## config.mk

```make
export PLATFORM = sky130hd
export DESIGN_NAME = dsc_regs
export DESIGN_NICKNAME = d
export VERILOG_FILES = /design/src/hw/dsc_pkg.sv /design/src/hw/dsc_regs.sv /design/src/hw/dsc_osc_count.sv
export SDC_FILE = /design/constraint.sdc
export NUM_CORES = 1
export LEC_CHECK = 0
export BUFFER_PORTS_ARGS = -buffer_cell sky130_fd_sc_hd__buf_2
export CORE_MARGIN = 2
export CORE_UTILIZATION = 40
export CTS_BUF_LIST = sky130_fd_sc_hd__clkbuf_2
export DETAILED_ROUTE_END_ITERATION = 8
export PLACE_DENSITY_LB_ADDON = 0.1
export SLEW_MARGIN = 5
export SYNTH_ARGS = -nofsm -noshare
export SYNTH_HDL_FRONTEND = slang
export SYNTH_SLANG_ARGS = --single-unit
export TNS_END_PERCENT = 10
```

## constraint.sdc

```tcl
create_clock -name I_CLOCK -period 6.6 [get_ports I_CLOCK]
set_input_delay 0.66 -clock I_CLOCK [delete_from_list [all_inputs] [get_ports I_CLOCK]]
set_output_delay 0.66 -clock I_CLOCK [all_outputs]
set_load 0.005 [all_outputs]
```

## src/hw/dsc_pkg.sv

```systemverilog
// Constants and types for the debug state capture register group
package dsc_pkg;

	// ------------------------------------------------------------
	// Register indices (byte address is four times the index)
	// ------------------------------------------------------------
	localparam logic [7:0] IDX_RING_CELL   = 8'h09;
	localparam logic [7:0] IDX_RING_WIRE   = 8'h0a;
	localparam logic [7:0] IDX_MEM_SIZE    = 8'h0c;
	localparam logic [7:0] IDX_SAVED_SR    = 8'h10;
	localparam logic [7:0] IDX_SAVED_PC    = 8'h11;
	localparam logic [7:0] IDX_SAVED_SP    = 8'h12;
	localparam logic [7:0] IDX_THREAD_SEL  = 8'h13;
	localparam logic [7:0] IDX_REG_SEL     = 8'h14;
	localparam logic [7:0] IDX_ENTRY_CAUSE = 8'h15;
	localparam logic [7:0] IDX_DEBUG_DATA  = 8'h16;

	// ------------------------------------------------------------
	// Field layouts
	// ------------------------------------------------------------
	localparam int OSC_W            = 16;
	localparam int SSR_W            = 11;
	localparam int SSR_RSVD_BIT     = 5;
	localparam int SSR_DI_BIT       = 8;
	localparam int THREAD_W         = 8;
	localparam int REGSEL_W         = 5;
	localparam int CAUSE_W          = 3;
	localparam int CAUSE_THREAD_LSB = 8;
	localparam int BKPT_IDX_LSB     = 16;
	localparam int BKPT_IDX_W       = 2;
	localparam int NUM_BKPT         = 4;
	localparam int MEMSZ_LSB        = 2;

	// ------------------------------------------------------------
	// Reset values
	// ------------------------------------------------------------
	localparam logic [31:0] RST_WORD = 32'h0000_0000;

	// Debug entry cause codes
	typedef enum logic [2:0] {
		CAUSE_NONE   = 3'h0,
		CAUSE_HOST   = 3'h1,
		CAUSE_DEBUG_CALL_INSTRUCTION  = 3'h2,
		CAUSE_IBRK   = 3'h3,
		CAUSE_DWATCH = 3'h4,
		CAUSE_RWATCH = 3'h5
	} dsc_cause_type;

	// Register-read instruction sequencer, one-hot
	typedef enum logic [1:0] {
		GR_IDLE = 2'b01,
		GR_WAIT = 2'b10
	} dsc_gr_state_type;

endpackage

```

## src/hw/dsc_regs.sv

```systemverilog
// Debug state capture register group of a processor tile
//
// The strobed register port was decided locally.
`timescale 1ns/1ps
`default_nettype none

// Summary of operation
// - Cell oscillator count reads in bits 15:0, upper half reads zero.
// - Wire oscillator count at index 0x0A, 16 bits, read-only, upper zero.
// - Oscillator counts survive system reset; only power-on clears them.
// - Memory size word reads RAM bytes in bits 31:2, bits 1:0 zero.
// - Debug entry copies saved status into index 0x10 bits 10:0.
// - Status bits 0-4 hold event, irq, setup, handler, kernel flags; 5 reserved.
// - Status bit 7 is fast issue, bit 6 paused waiting.
// - Bit 8 read-only dual issue, bit 9 kernel-entry mode, bit 10 space id.
// - Debug entry captures full 32-bit saved program counter at 0x11.
// - Debug entry captures full 32-bit saved stack pointer at 0x12.
// - Debugger writes target thread into 8-bit field at 0x13.
// - Debugger writes register number into 5-bit field at 0x14.
// - Cause field resets to zero and encodes what triggered entry.
// - Bits 17:16 hold breakpoint index, zero for host and debug call.
// - Several simultaneous hits record the lowest-numbered one.
// - Bits 15:8 hold causing thread, zero for host request.
// - Data watch stores address, resource watch stores resource id, at 0x16.
module dsc_regs #(
	parameter int          ADDR_W         = 10,
	parameter logic [31:0] MEM_SIZE_BYTES = 32'h0001_0000
) (
	input  wire logic                      I_CLOCK,
	input  wire logic                      I_RST_B,
	input  wire logic                      I_POR_B,
	// Register port
	input  wire logic [ADDR_W-1:0]         I_ADDR,
	input  wire logic [31:0]               I_WDATA,
	input  wire logic                      I_WR,
	input  wire logic                      I_RD,
	output logic [31:0]                    O_RDATA,
	// Ring oscillator pins
	input  wire logic                      I_OSC_CELL,
	input  wire logic                      I_OSC_WIRE,
	// Core state at debug entry
	input  wire logic                      I_DEBUG_MODE,
	input  wire logic                      I_DEBUG_ENTRY,
	input  wire logic [dsc_pkg::SSR_W-1:0] I_SAVED_STATUS,
	input  wire logic [31:0]               I_SAVED_PC,
	input  wire logic [31:0]               I_SAVED_SP,
	input  wire logic                      I_HOST_REQ,
	input  wire logic                      I_DEBUG_CALL_INSTRUCTION,
	input  wire logic [3:0]                I_IBRK_HIT,
	input  wire logic [3:0]                I_DWATCH_HIT,
	input  wire logic [3:0]                I_RWATCH_HIT,
	input  wire logic [7:0]                I_CAUSE_THREAD,
	input  wire logic [31:0]               I_WATCH_ADDR,
	input  wire logic [31:0]               I_RESOURCE_ID,
	// Register-read instruction
	input  wire logic                      I_GETREG_EXEC,
	input  wire logic                      I_GETREG_ACK,
	input  wire logic [31:0]               I_GETREG_DATA,
	output logic                           O_GETREG_REQ,
	output logic [7:0]                     O_GETREG_THREAD,
	output logic [4:0]                     O_GETREG_REG,
	output logic                           O_GETREG_DONE,
	output logic [31:0]                    O_GETREG_RESULT
);

	// ------------------------------------------------------------
	// Declarations
	// ------------------------------------------------------------
	localparam int IDX_W = ADDR_W - 2;

	logic [dsc_pkg::OSC_W-1:0]    cnt_cell;
	logic [dsc_pkg::OSC_W-1:0]    cnt_wire;

	logic [dsc_pkg::SSR_W-1:0]    saved_sr_ff;
	logic [31:0]                  saved_pc_ff;
	logic [31:0]                  saved_sp_ff;
	logic [dsc_pkg::THREAD_W-1:0] thread_sel_ff;
	logic [dsc_pkg::REGSEL_W-1:0] reg_sel_ff;
	logic [dsc_pkg::CAUSE_W-1:0]  cause_ff;
	logic [dsc_pkg::THREAD_W-1:0] cause_thread_ff;
	logic [1:0]                   bkpt_idx_ff;
	logic [31:0]                  debug_data_ff;
	logic [31:0]                  rdata_ff;

	dsc_pkg::dsc_gr_state_type    gr_state_ff;
	dsc_pkg::dsc_gr_state_type    nxt_gr_state;
	logic                         gr_req_ff;
	logic                         gr_done_ff;
	logic [31:0]                  gr_result_ff;

	logic                         aligned;
	logic [7:0]                   idx;
	logic                         dbg_wr;
	logic                         wr_sr;
	logic                         wr_pc;
	logic                         wr_sp;
	logic                         wr_tsel;
	logic                         wr_rsel;
	logic                         wr_cause;
	logic                         wr_data;

	dsc_pkg::dsc_cause_type       nxt_cause;
	logic [1:0]                   nxt_bkpt_idx;
	logic [3:0]                   hit_vec;
	logic [31:0]                  rd_mux;

	// ------------------------------------------------------------
	// Ring oscillator counters
	// ------------------------------------------------------------
	// power-on only
	dsc_osc_count #(
		.WIDTH     (dsc_pkg::OSC_W)
	) u_cnt_cell (
		.i_clock   (I_CLOCK),
		.i_por_b   (I_POR_B),
		.i_osc_pin (I_OSC_CELL),
		.o_count   (cnt_cell)
	);

	dsc_osc_count #(
		.WIDTH     (dsc_pkg::OSC_W)
	) u_cnt_wire (
		.i_clock   (I_CLOCK),
		.i_por_b   (I_POR_B),
		.i_osc_pin (I_OSC_WIRE),
		.o_count   (cnt_wire)
	);

	// ------------------------------------------------------------
	// Address decode
	// ------------------------------------------------------------
	// Word index; misaligned addresses decode as unmapped
	assign aligned = (I_ADDR[1:0] == 2'h0);
	assign idx     = 8'(I_ADDR[ADDR_W-1:2]);

	assign dbg_wr   = I_WR && aligned && I_DEBUG_MODE;
	assign wr_sr    = dbg_wr && (idx == dsc_pkg::IDX_SAVED_SR);
	assign wr_pc    = dbg_wr && (idx == dsc_pkg::IDX_SAVED_PC);
	assign wr_sp    = dbg_wr && (idx == dsc_pkg::IDX_SAVED_SP);
	assign wr_tsel  = dbg_wr && (idx == dsc_pkg::IDX_THREAD_SEL);
	assign wr_rsel  = dbg_wr && (idx == dsc_pkg::IDX_REG_SEL);
	assign wr_cause = dbg_wr && (idx == dsc_pkg::IDX_ENTRY_CAUSE);
	assign wr_data  = dbg_wr && (idx == dsc_pkg::IDX_DEBUG_DATA);

	// ------------------------------------------------------------
	// Cause decode
	// ------------------------------------------------------------
	// Fixed priority: host, call, instruction, data, resource
	always_comb begin
		nxt_cause = dsc_pkg::CAUSE_NONE;
		hit_vec   = 4'h0;
		if (I_HOST_REQ) begin
			nxt_cause = dsc_pkg::CAUSE_HOST;
		end else if (I_DEBUG_CALL_INSTRUCTION) begin
			nxt_cause = dsc_pkg::CAUSE_DEBUG_CALL_INSTRUCTION;
		end else if (|I_IBRK_HIT) begin
			nxt_cause = dsc_pkg::CAUSE_IBRK;
			hit_vec   = I_IBRK_HIT;
		end else if (|I_DWATCH_HIT) begin
			nxt_cause = dsc_pkg::CAUSE_DWATCH;
			hit_vec   = I_DWATCH_HIT;
		end else if (|I_RWATCH_HIT) begin
			nxt_cause = dsc_pkg::CAUSE_RWATCH;
			hit_vec   = I_RWATCH_HIT;
		end
	end

	always_comb begin
		nxt_bkpt_idx = 2'h0;
		for (int i = dsc_pkg::NUM_BKPT - 1; i >= 0; i--) begin
			if (hit_vec[i]) begin
				nxt_bkpt_idx = 2'(i);
			end
		end
	end

	// ------------------------------------------------------------
	// Captured thread state
	// ------------------------------------------------------------
	// Capture beats a same-cycle software write, so entry state is never lost
	always_ff @(posedge I_CLOCK) begin
		if (!I_RST_B) begin
			saved_sr_ff <= dsc_pkg::SSR_W'(dsc_pkg::RST_WORD);
		end else if (I_DEBUG_ENTRY) begin
			saved_sr_ff <= I_SAVED_STATUS;
			saved_sr_ff[dsc_pkg::SSR_RSVD_BIT] <= 1'b0;
		end else if (wr_sr) begin
			saved_sr_ff[4:0] <= I_WDATA[4:0];
			saved_sr_ff[7:6] <= I_WDATA[7:6];
			// bit 8 kept, 9 and 10 writable
			saved_sr_ff[10:9] <= I_WDATA[10:9];
		end
	end

	always_ff @(posedge I_CLOCK) begin
		if (!I_RST_B) begin
			saved_pc_ff <= dsc_pkg::RST_WORD;
		end else if (I_DEBUG_ENTRY) begin
			saved_pc_ff <= I_SAVED_PC;
		end else if (wr_pc) begin
			saved_pc_ff <= I_WDATA;
		end
	end

	always_ff @(posedge I_CLOCK) begin
		if (!I_RST_B) begin
			saved_sp_ff <= dsc_pkg::RST_WORD;
		end else if (I_DEBUG_ENTRY) begin
			saved_sp_ff <= I_SAVED_SP;
		end else if (wr_sp) begin
			saved_sp_ff <= I_WDATA;
		end
	end

	// ------------------------------------------------------------
	// Register-read operands
	// ------------------------------------------------------------
	always_ff @(posedge I_CLOCK) begin
		if (!I_RST_B) begin
			thread_sel_ff <= dsc_pkg::THREAD_W'(dsc_pkg::RST_WORD);
			reg_sel_ff    <= dsc_pkg::REGSEL_W'(dsc_pkg::RST_WORD);
		end else begin
			if (wr_tsel) begin
				thread_sel_ff <= I_WDATA[dsc_pkg::THREAD_W-1:0];
			end
			if (wr_rsel) begin
				reg_sel_ff <= I_WDATA[dsc_pkg::REGSEL_W-1:0];
			end
		end
	end

	// ------------------------------------------------------------
	// Entry cause and debug data
	// ------------------------------------------------------------
	always_ff @(posedge I_CLOCK) begin
		if (!I_RST_B) begin
			cause_ff        <= dsc_pkg::CAUSE_NONE;
			cause_thread_ff <= dsc_pkg::THREAD_W'(dsc_pkg::RST_WORD);
			bkpt_idx_ff     <= dsc_pkg::BKPT_IDX_W'(dsc_pkg::RST_WORD);
		end else if (I_DEBUG_ENTRY) begin
			cause_ff        <= nxt_cause;
			cause_thread_ff <= I_HOST_REQ ? 8'h00 : I_CAUSE_THREAD;
			bkpt_idx_ff     <= nxt_bkpt_idx;
		end else if (wr_cause) begin
			cause_ff        <= I_WDATA[dsc_pkg::CAUSE_W-1:0];
			cause_thread_ff <= I_WDATA[dsc_pkg::CAUSE_THREAD_LSB +: dsc_pkg::THREAD_W];
			bkpt_idx_ff     <= I_WDATA[dsc_pkg::BKPT_IDX_LSB +: dsc_pkg::BKPT_IDX_W];
		end
	end

	// Other causes leave the data word untouched
	always_ff @(posedge I_CLOCK) begin
		if (!I_RST_B) begin
			debug_data_ff <= dsc_pkg::RST_WORD;
		end else if (I_DEBUG_ENTRY && nxt_cause == dsc_pkg::CAUSE_DWATCH) begin
			debug_data_ff <= I_WATCH_ADDR;
		end else if (I_DEBUG_ENTRY && nxt_cause == dsc_pkg::CAUSE_RWATCH) begin
			debug_data_ff <= I_RESOURCE_ID;
		end else if (wr_data) begin
			debug_data_ff <= I_WDATA;
		end
	end

	// ------------------------------------------------------------
	// Read path
	// ------------------------------------------------------------
	// Reserved bits and unmapped words read as zero
	always_comb begin
		rd_mux = 32'h0000_0000;
		case (idx)
			dsc_pkg::IDX_RING_CELL: begin
				rd_mux[dsc_pkg::OSC_W-1:0] = cnt_cell;
			end
			dsc_pkg::IDX_RING_WIRE: begin
				rd_mux[dsc_pkg::OSC_W-1:0] = cnt_wire;
			end
			dsc_pkg::IDX_MEM_SIZE: begin
				rd_mux[31:dsc_pkg::MEMSZ_LSB] = MEM_SIZE_BYTES[31:dsc_pkg::MEMSZ_LSB];
			end
			dsc_pkg::IDX_SAVED_SR: begin
				rd_mux[dsc_pkg::SSR_W-1:0] = saved_sr_ff;
			end
			dsc_pkg::IDX_SAVED_PC: begin
				rd_mux = saved_pc_ff;
			end
			dsc_pkg::IDX_SAVED_SP: begin
				rd_mux = saved_sp_ff;
			end
			dsc_pkg::IDX_THREAD_SEL: begin
				rd_mux[dsc_pkg::THREAD_W-1:0] = thread_sel_ff;
			end
			dsc_pkg::IDX_REG_SEL: begin
				rd_mux[dsc_pkg::REGSEL_W-1:0] = reg_sel_ff;
			end
			dsc_pkg::IDX_ENTRY_CAUSE: begin
				rd_mux[dsc_pkg::CAUSE_W-1:0] = cause_ff;
				rd_mux[dsc_pkg::CAUSE_THREAD_LSB +: dsc_pkg::THREAD_W] = cause_thread_ff;
				rd_mux[dsc_pkg::BKPT_IDX_LSB +: dsc_pkg::BKPT_IDX_W] = bkpt_idx_ff;
			end
			dsc_pkg::IDX_DEBUG_DATA: begin
				rd_mux = debug_data_ff;
			end
			default: begin
				rd_mux = 32'h0000_0000;
			end
		endcase
	end

	// Data stand only in the cycle after the strobe
	always_ff @(posedge I_CLOCK) begin
		if (!I_RST_B) begin
			rdata_ff <= dsc_pkg::RST_WORD;
		end else if (I_RD && aligned) begin
			rdata_ff <= rd_mux;
		end else begin
			rdata_ff <= dsc_pkg::RST_WORD;
		end
	end

	// ------------------------------------------------------------
	// Register-read instruction sequencer
	// ------------------------------------------------------------
	// One fetch at a time; a new execute while waiting is dropped
	always_comb begin
		nxt_gr_state = gr_state_ff;
		case (gr_state_ff)
			dsc_pkg::GR_IDLE: begin
				if (I_GETREG_EXEC) begin
					nxt_gr_state = dsc_pkg::GR_WAIT;
				end
			end
			dsc_pkg::GR_WAIT: begin
				if (I_GETREG_ACK) begin
					nxt_gr_state = dsc_pkg::GR_IDLE;
				end
			end
			default: begin
				nxt_gr_state = dsc_pkg::GR_IDLE;
			end
		endcase
	end

	always_ff @(posedge I_CLOCK) begin
		if (!I_RST_B) begin
			gr_state_ff <= dsc_pkg::GR_IDLE;
		end else begin
			gr_state_ff <= nxt_gr_state;
		end
	end

	always_ff @(posedge I_CLOCK) begin
		if (!I_RST_B) begin
			gr_req_ff    <= 1'b0;
			gr_done_ff   <= 1'b0;
			gr_result_ff <= dsc_pkg::RST_WORD;
		end else begin
			gr_req_ff  <= (gr_state_ff == dsc_pkg::GR_IDLE) && I_GETREG_EXEC;
			gr_done_ff <= (gr_state_ff == dsc_pkg::GR_WAIT) && I_GETREG_ACK;
			if ((gr_state_ff == dsc_pkg::GR_WAIT) && I_GETREG_ACK) begin
				gr_result_ff <= I_GETREG_DATA;
			end
		end
	end

	// ------------------------------------------------------------
	// Outputs
	// ------------------------------------------------------------
	// Operand fields drive the core directly from their flops
	assign O_RDATA         = rdata_ff;
	assign O_GETREG_REQ    = gr_req_ff;
	assign O_GETREG_THREAD = thread_sel_ff;
	assign O_GETREG_REG    = reg_sel_ff;
	assign O_GETREG_DONE   = gr_done_ff;
	assign O_GETREG_RESULT = gr_result_ff;

endmodule
`default_nettype wire

```

## src/hw/dsc_osc_count.sv

```systemverilog
// Ring oscillator edge counter that survives system reset
`timescale 1ns/1ps
`default_nettype none

module dsc_osc_count #(
	parameter int WIDTH = dsc_pkg::OSC_W
) (
	input  wire logic             i_clock,
	input  wire logic             i_por_b,
	input  wire logic             i_osc_pin,
	output logic [WIDTH-1:0]      o_count
);

	logic             sync1_ff;
	logic             sync2_ff;
	logic             last_ff;
	logic [WIDTH-1:0] count_ff;

	// ------------------------------------------------------------
	// Synchroniser and edge history
	// ------------------------------------------------------------
	// Oscillator is asynchronous to the core clock
	always_ff @(posedge i_clock) begin
		if (!i_por_b) begin
			sync1_ff <= 1'b0;
			sync2_ff <= 1'b0;
			last_ff  <= 1'b0;
		end else begin
			sync1_ff <= i_osc_pin;
			sync2_ff <= sync1_ff;
			last_ff  <= sync2_ff;
		end
	end

	// Only power-on clears the count; system reset is not wired here
	always_ff @(posedge i_clock) begin
		if (!i_por_b) begin
			count_ff <= '0;
		end else if (sync2_ff && !last_ff) begin
			count_ff <= count_ff + WIDTH'(1);
		end
	end

	assign o_count = count_ff;

endmodule
`default_nettype wire

```

* After elaboration in Yosys (flattened, before gate mapping)
Index checks and enable logic that the tools add are counted.
** Storage, ports and cells
- Logic and storage cells :: 115
- Memories kept :: 0
- Input bits :: 246
- Bits in read-only memories :: 0
- Memory bits (writable) :: 0
- Latch bits :: 0
- Output and inout port bits :: 79
- Flip-flop bits (word level) :: 238
** Operators by class
- Shift-type cells :: 0
- Multiply operators :: 0
- Multiplexer cells :: 45
- Reduce and logical (&&, ||, !) cells :: 29
- $add $sub $neg :: 2
- Bitwise logic cells :: 0
- Div/mod/pow operators :: 0
- $lt $le $gt $ge :: 0
- Equal/unequal tests :: 16
** Operator list (count)
- 32-bit two-way mux :: 7
- 8-bit by 5-bit equality test with 1-bit output, second input constant :: 7
- 14-bit one-hot mux with 3 select lines :: 1
- 3-bit one-hot mux with 7 select lines :: 2
- 16-bit by 1-bit adder with 16-bit output, second input constant :: 2
- 5-bit one-hot mux with 6 select lines :: 1
- 8-bit by 4-bit equality test with 1-bit output, second input constant :: 3
- 2-bit two-way mux :: 12
- 8-bit two-way mux :: 3
- 3-bit two-way mux :: 7
- 4-bit two-way mux :: 5
- 2-bit one-hot mux with 9 select lines :: 1
- 1-bit logical AND :: 16
- 2-bit one-hot mux with 8 select lines :: 1
- 4-bit OR reduction :: 3
- 5-bit two-way mux :: 2
- 2-bit one-hot mux with 5 select lines :: 1
- 1-bit one-hot mux with 9 select lines :: 1
- 2-bit nonzero test :: 4
- 3-bit equality test, second input constant :: 2
- 2-bit != test, second input constant :: 2
- 2-bit one-hot mux with 2 select lines :: 1
- 2-bit AND reduction :: 2
- 3-bit nonzero test :: 1
- other kinds (4) :: 5

* Depth between registers and ports, before layout
- Word-level depth :: 11
- Mapped depth :: 8

* By module
From an unflattened synthesis, not the netlist that was laid out.
** Unflattened totals
- Cells, all modules :: 1281
- Area total of the unflattened synthesis :: 11235.8 um2
** By module, submodules not included
- dsc_regs :: cells an instance 1109, sequential area each 4003.8 um2, area each 9624.2 um2, times used 1
- dsc_osc_count :: cells an instance 86, sequential area each 380.4 um2, area each 805.8 um2, times used 2

* Least setup slack after synthesis
No wires, ideal clock.
- Path kind :: input to register
- Start point :: in I_ADDR[9]
- End point :: reg saved_sp_ff[10]
- Cell stages on the path :: 8
- Path slack :: 4.068 ns
- Arrival time :: 2.399 ns
- Cell sequence :: or3_1 > buf_6 > or3_1 > buf_6 > nor3_4 > buf_8 > mux2i_1 > a21oi_1
** On the way
- Cells in the longest elaborated chain, start to end :: 3
** RTL lines
- from (decl) :: line dsc_regs.sv:33 : input wire logic [ADDR_W-1:0] I_ADDR,
- 8-bit by 5-bit equality test with 1-bit output :: line dsc_regs.sv:139 : assign wr_sp = dbg_wr && (idx == dsc_pkg::IDX_SAVED_SP);
- 1-bit logical AND :: line dsc_regs.sv:139
- 2-bit nonzero test (no source line)
- to (signal assigned) :: line dsc_regs.sv:207 : saved_sp_ff <= dsc_pkg::RST_WORD;
- to (decl) :: line dsc_regs.sv:76 : logic [31:0] saved_sp_ff;
Every way passes these cells.
A chain may end at the register's enable or synchronous reset.

* Worst setup path after layout
- Start point :: in I_ADDR[9]
- End point :: reg debug_data_ff[3]
** On the way
- Cells in the longest elaborated chain, start to end :: 3
** RTL lines
- 8-bit by 5-bit equality test with 1-bit output :: line dsc_regs.sv:143 : assign wr_data = dbg_wr && (idx == dsc_pkg::IDX_DEBUG_DATA);
- 1-bit logical AND :: line dsc_regs.sv:143
- 3-bit nonzero test (no source line)
- to (signal assigned) :: line dsc_regs.sv:254 : debug_data_ff <= dsc_pkg::RST_WORD;
- to (decl) :: line dsc_regs.sv:82 : logic [31:0] debug_data_ff;
Every way passes these cells.

==> implementation parameters <==
Parameter                              Value

Synth
  Share of synthesized area occupied by flip-flops and latches ... 0.4348
  Cell types with the highest counts after synthesis ... sky130_fd_sc_hd__dfxtp_1 (238), sky130_fd_sc_hd__mux2i_1 (158), sky130_fd_sc_hd__a21oi_1 (97), sky130_fd_sc_hd__nand2_1 (93), sky130_fd_sc_hd__o21ai_0 (93)
  Post-synth cell types ... 58
  Top cell type by total area after synthesis ... sky130_fd_sc_hd__dfxtp_1
  Cell types occupying the most area after synthesis ... sky130_fd_sc_hd__dfxtp_1 (43%), sky130_fd_sc_hd__mux2i_1 (14%), sky130_fd_sc_hd__a21oi_1 (4.4%)
  Yosys warns ... 0
  Proportion of synthesized flip-flops having asynchronous set or reset ... 0
  Count of mapped cells out of synthesis ... 1192
  Area fraction of the dominant cell type after synthesis ... 0.4348
  Synthesized cell area ... 0.01096 sq mm
  Mapped Avg Cell Area ... 9.194 sq um
  Top flip-flop cell by instance count after synthesis ... sky130_fd_sc_hd__dfxtp_1
  EDFF count, synth ... 0
  Number of storage elements in the synthesis netlist ... 238
  Most repeated cell in the gate-level netlist after synthesis ... sky130_fd_sc_hd__dfxtp_1
  Number of nets in the synthesized netlist ... 1440

Clock network
  Sinks on the clock net ... 238
  TritonCTS clock tree ... yes
  Post-CTS Setup Repair Bufs ... 0
  H-Tree Level Count ... 3
  Buffer type at the clock tree root ... sky130_fd_sc_hd__clkbuf_2
  Buffer depth of the longest clock path ... 3
  Number of cells upsized or downsized after cts ... 0
  Cts bufs inserted ... 67
  Clock transition at the registers of the reported paths ... 0.09 ns
  Clock insertion delay at the later pin of the skew report ... 0.82 ns
  CTS Hold Bufs ... 0

Floorplan
  Number of placement rows ... 60
  Area inside the core boundary ... 0.02695 sq mm
  Initial Util ... 0.4066
  Count of pins on the block boundary ... 325
  Die Ht ... 169.5 um
  Total Die Area ... 0.02874 sq mm
  Floorplan die width ... 169.5 um

Routing
  Drt drc ... 0
  Total wirelength of the detailed-routed design ... 36920 um
  Via count of the routed design ... 10430
  First drt pass iteration count ... 7
  Routed via count divided by cell count ... 5.536
  Initial DRC Count ... 676
  Post-route ant nets ... 0
  Routed WL per cell ... 19.60 um

Timing
  Fin. Hold Viols ... 0
  Setup violations, final ... 0
  Final Skew ... 0.08775 ns
  Number of pins exceeding their max-slew limit in the final report ... 0
  Worst Tran Pin Value ... 1.147 ns
  Period minus WS final ... 3.223 ns
  Setup repair after global routing missed its margin ... false
  Headroom to the max-slew limit ... 0.2328
  Highest attainable clock frequency ... 0.3103 GHz
  Post-Route Hold Slack ... 0.1045 ns
  Crit share post-route ... 0.4883
  Setup Total Neg Slack ... 0 ns

Worst setup path
  Type of the worst setup path ... primary input to flop
  Capturing element type of the critical path ... flop
  Critical Path RT ... 7.23 ns
  Critical path launch point type ... primary input
  Arrival time of data at the critical path endpoint ... 3.85 ns
  Crit Path Max Fanout ... 22

GRT
  Pin count of the biggest net entering global routing ... 85
  Antenna violations before repair ... 5
  Remaining global-route overflow ... 0
  Via count of the first global-routing pass ... 9994
  Wire length of the first global-routing pass ... 55780 um
  Overall routing resource usage ... 0.2502

Pwr
  Power density normalized to cell area ... 208.5 mW/mm^2
  Power after layout ... 2771 uW
  P_leak ... 0.005533 uW
  Max IR drop VDD ... 101.0 uV

Cells and area
  Filler-free cell count of the finished design ... 1884
  Fraction of layout instances using a drive strength above 1 ... 0.2937
  Area Overhead vs Synth ... 21.25%
  Post-layout util ... 0.4930
  Area used by multi-input combinational logic ... 0.005817 sq mm
  Total Nets Final ... 1754
  # fillers ... 2680
  Area used by sequential logic in the layout ... 0.004765 sq mm

Place
  Count of input and output buffers ... 323
  Weighted congestion reported at the end of routability-driven placement ... 0.8441
  Number of placed instances with taps included ... 1778
  Post-detailed-placement half-perimeter wirelength ... 25410 um

Status
  Outcome ... completed

Flow run
  Max Cap Viol ... 0

Min path
  HP Class ... primary input to flop
-- stage by stage --
stage / area (sq um) / setup slack, ns
floorplan: 10960 / 4.068
global placement: 12760 / 2.673
detailed placement: 12760 / 2.587
CTS: 13280 / 3.459
global route: 13280 / 3.297
finish: 13290 / 3.377
-- layout by cell type (no fill, tap or decap), drive strengths merged, types with 10 or more instances in the layout --
cell type    n
buf        337
nor2        54
nor2b       26
nand2       93
nand3       19
clkinv      12
dfxtp      238
o22ai       41
nor3        10
clkbuf      85
a21boi      37
a22o        10
a21oi       97
xnor2       19
a22oi       32
o21ai       93
and2        35
mux2i      158
-- where the power goes --
| group | internal, uW | switching, uW |
|---|---|---|
| Clock | 385 | 612 |
| Sequential | 1480 | 23.0 |
| Combinational | 120 | 153 |
| Total | 1980 | 788 |
-- per-layer routing --
metal | global-route usage | wire, um
met5 | 0 | 21
met2 | 0.4110 | 17250
met4 | 0.09736 | 982
met1 | 0.3194 | 16040
met3 | 0.05737 | 2637
-- state kept, by name, indices dropped and copies added, names as in the netlist, 2 cells and up --
name                cells
cause_ff                3
O_GETREG_REG            5
cause_thread_ff         8
saved_pc_ff            32
saved_sr_ff            10
gr_state_ff             2
saved_sp_ff            32
O_RDATA                32
O_GETREG_THREAD         8
u_cnt_cell.o_count     16
bkpt_idx_ff             2
O_GETREG_RESULT        32
u_cnt_wire.o_count     16
debug_data_ff          32
-- critical path, cell delays in order --
cell	delay, ns
sky130_fd_sc_hd__buf_2	0.10
sky130_fd_sc_hd__nor3_1	0.73
sky130_fd_sc_hd__nand3_1	0.57
sky130_fd_sc_hd__nor3_4	0.84
sky130_fd_sc_hd__buf_4	0.55
sky130_fd_sc_hd__mux2i_1	0.27
sky130_fd_sc_hd__o22ai_1	0.10
-- area by class of cell --
class / count / area share
repair buffers: 337 / 0.1298
multi-input cells: 856 / 0.4378
diodes: 4 / 0.0007533
clock inverters: 17 / 0.007156
flip-flops and latches: 238 / 0.3586
clock buffers: 85 / 0.03202
inverters: 6 / 0.001883
well taps: 341 / 0.03211
-- final timing paths --
check,start,endpoint,slack (ns),cells past startpoint
worst max-delay path,I_ADDR[9],debug_data_ff[3],3.38,7
worst min-delay path,I_SAVED_PC[22],saved_pc_ff[22],0.10,3
worst max register to register,u_cnt_cell.o_count[2],u_cnt_cell.o_count[15],4.64,5
worst min register to register,u_cnt_wire.sync1_ff,u_cnt_wire.sync2_ff,0.42,1
-- logic make-up after synthesis --
| logic type | Yosys count | synth area share |
|---|---|---|
| AO/OA/AOI/OAI | 367 | 0.2114 |
| AND/OR/NAND/NOR | 293 | 0.1369 |
| flip-flops | 238 | 0.4348 |
| multiplexers | 167 | 0.1536 |
| buffers and inverters | 98 | 0.03950 |
| XOR/XNOR | 27 | 0.02158 |
| adder cells (fa/ha/maj) | 2 | 0.002283 |
(Power assumes the default switching activity.)
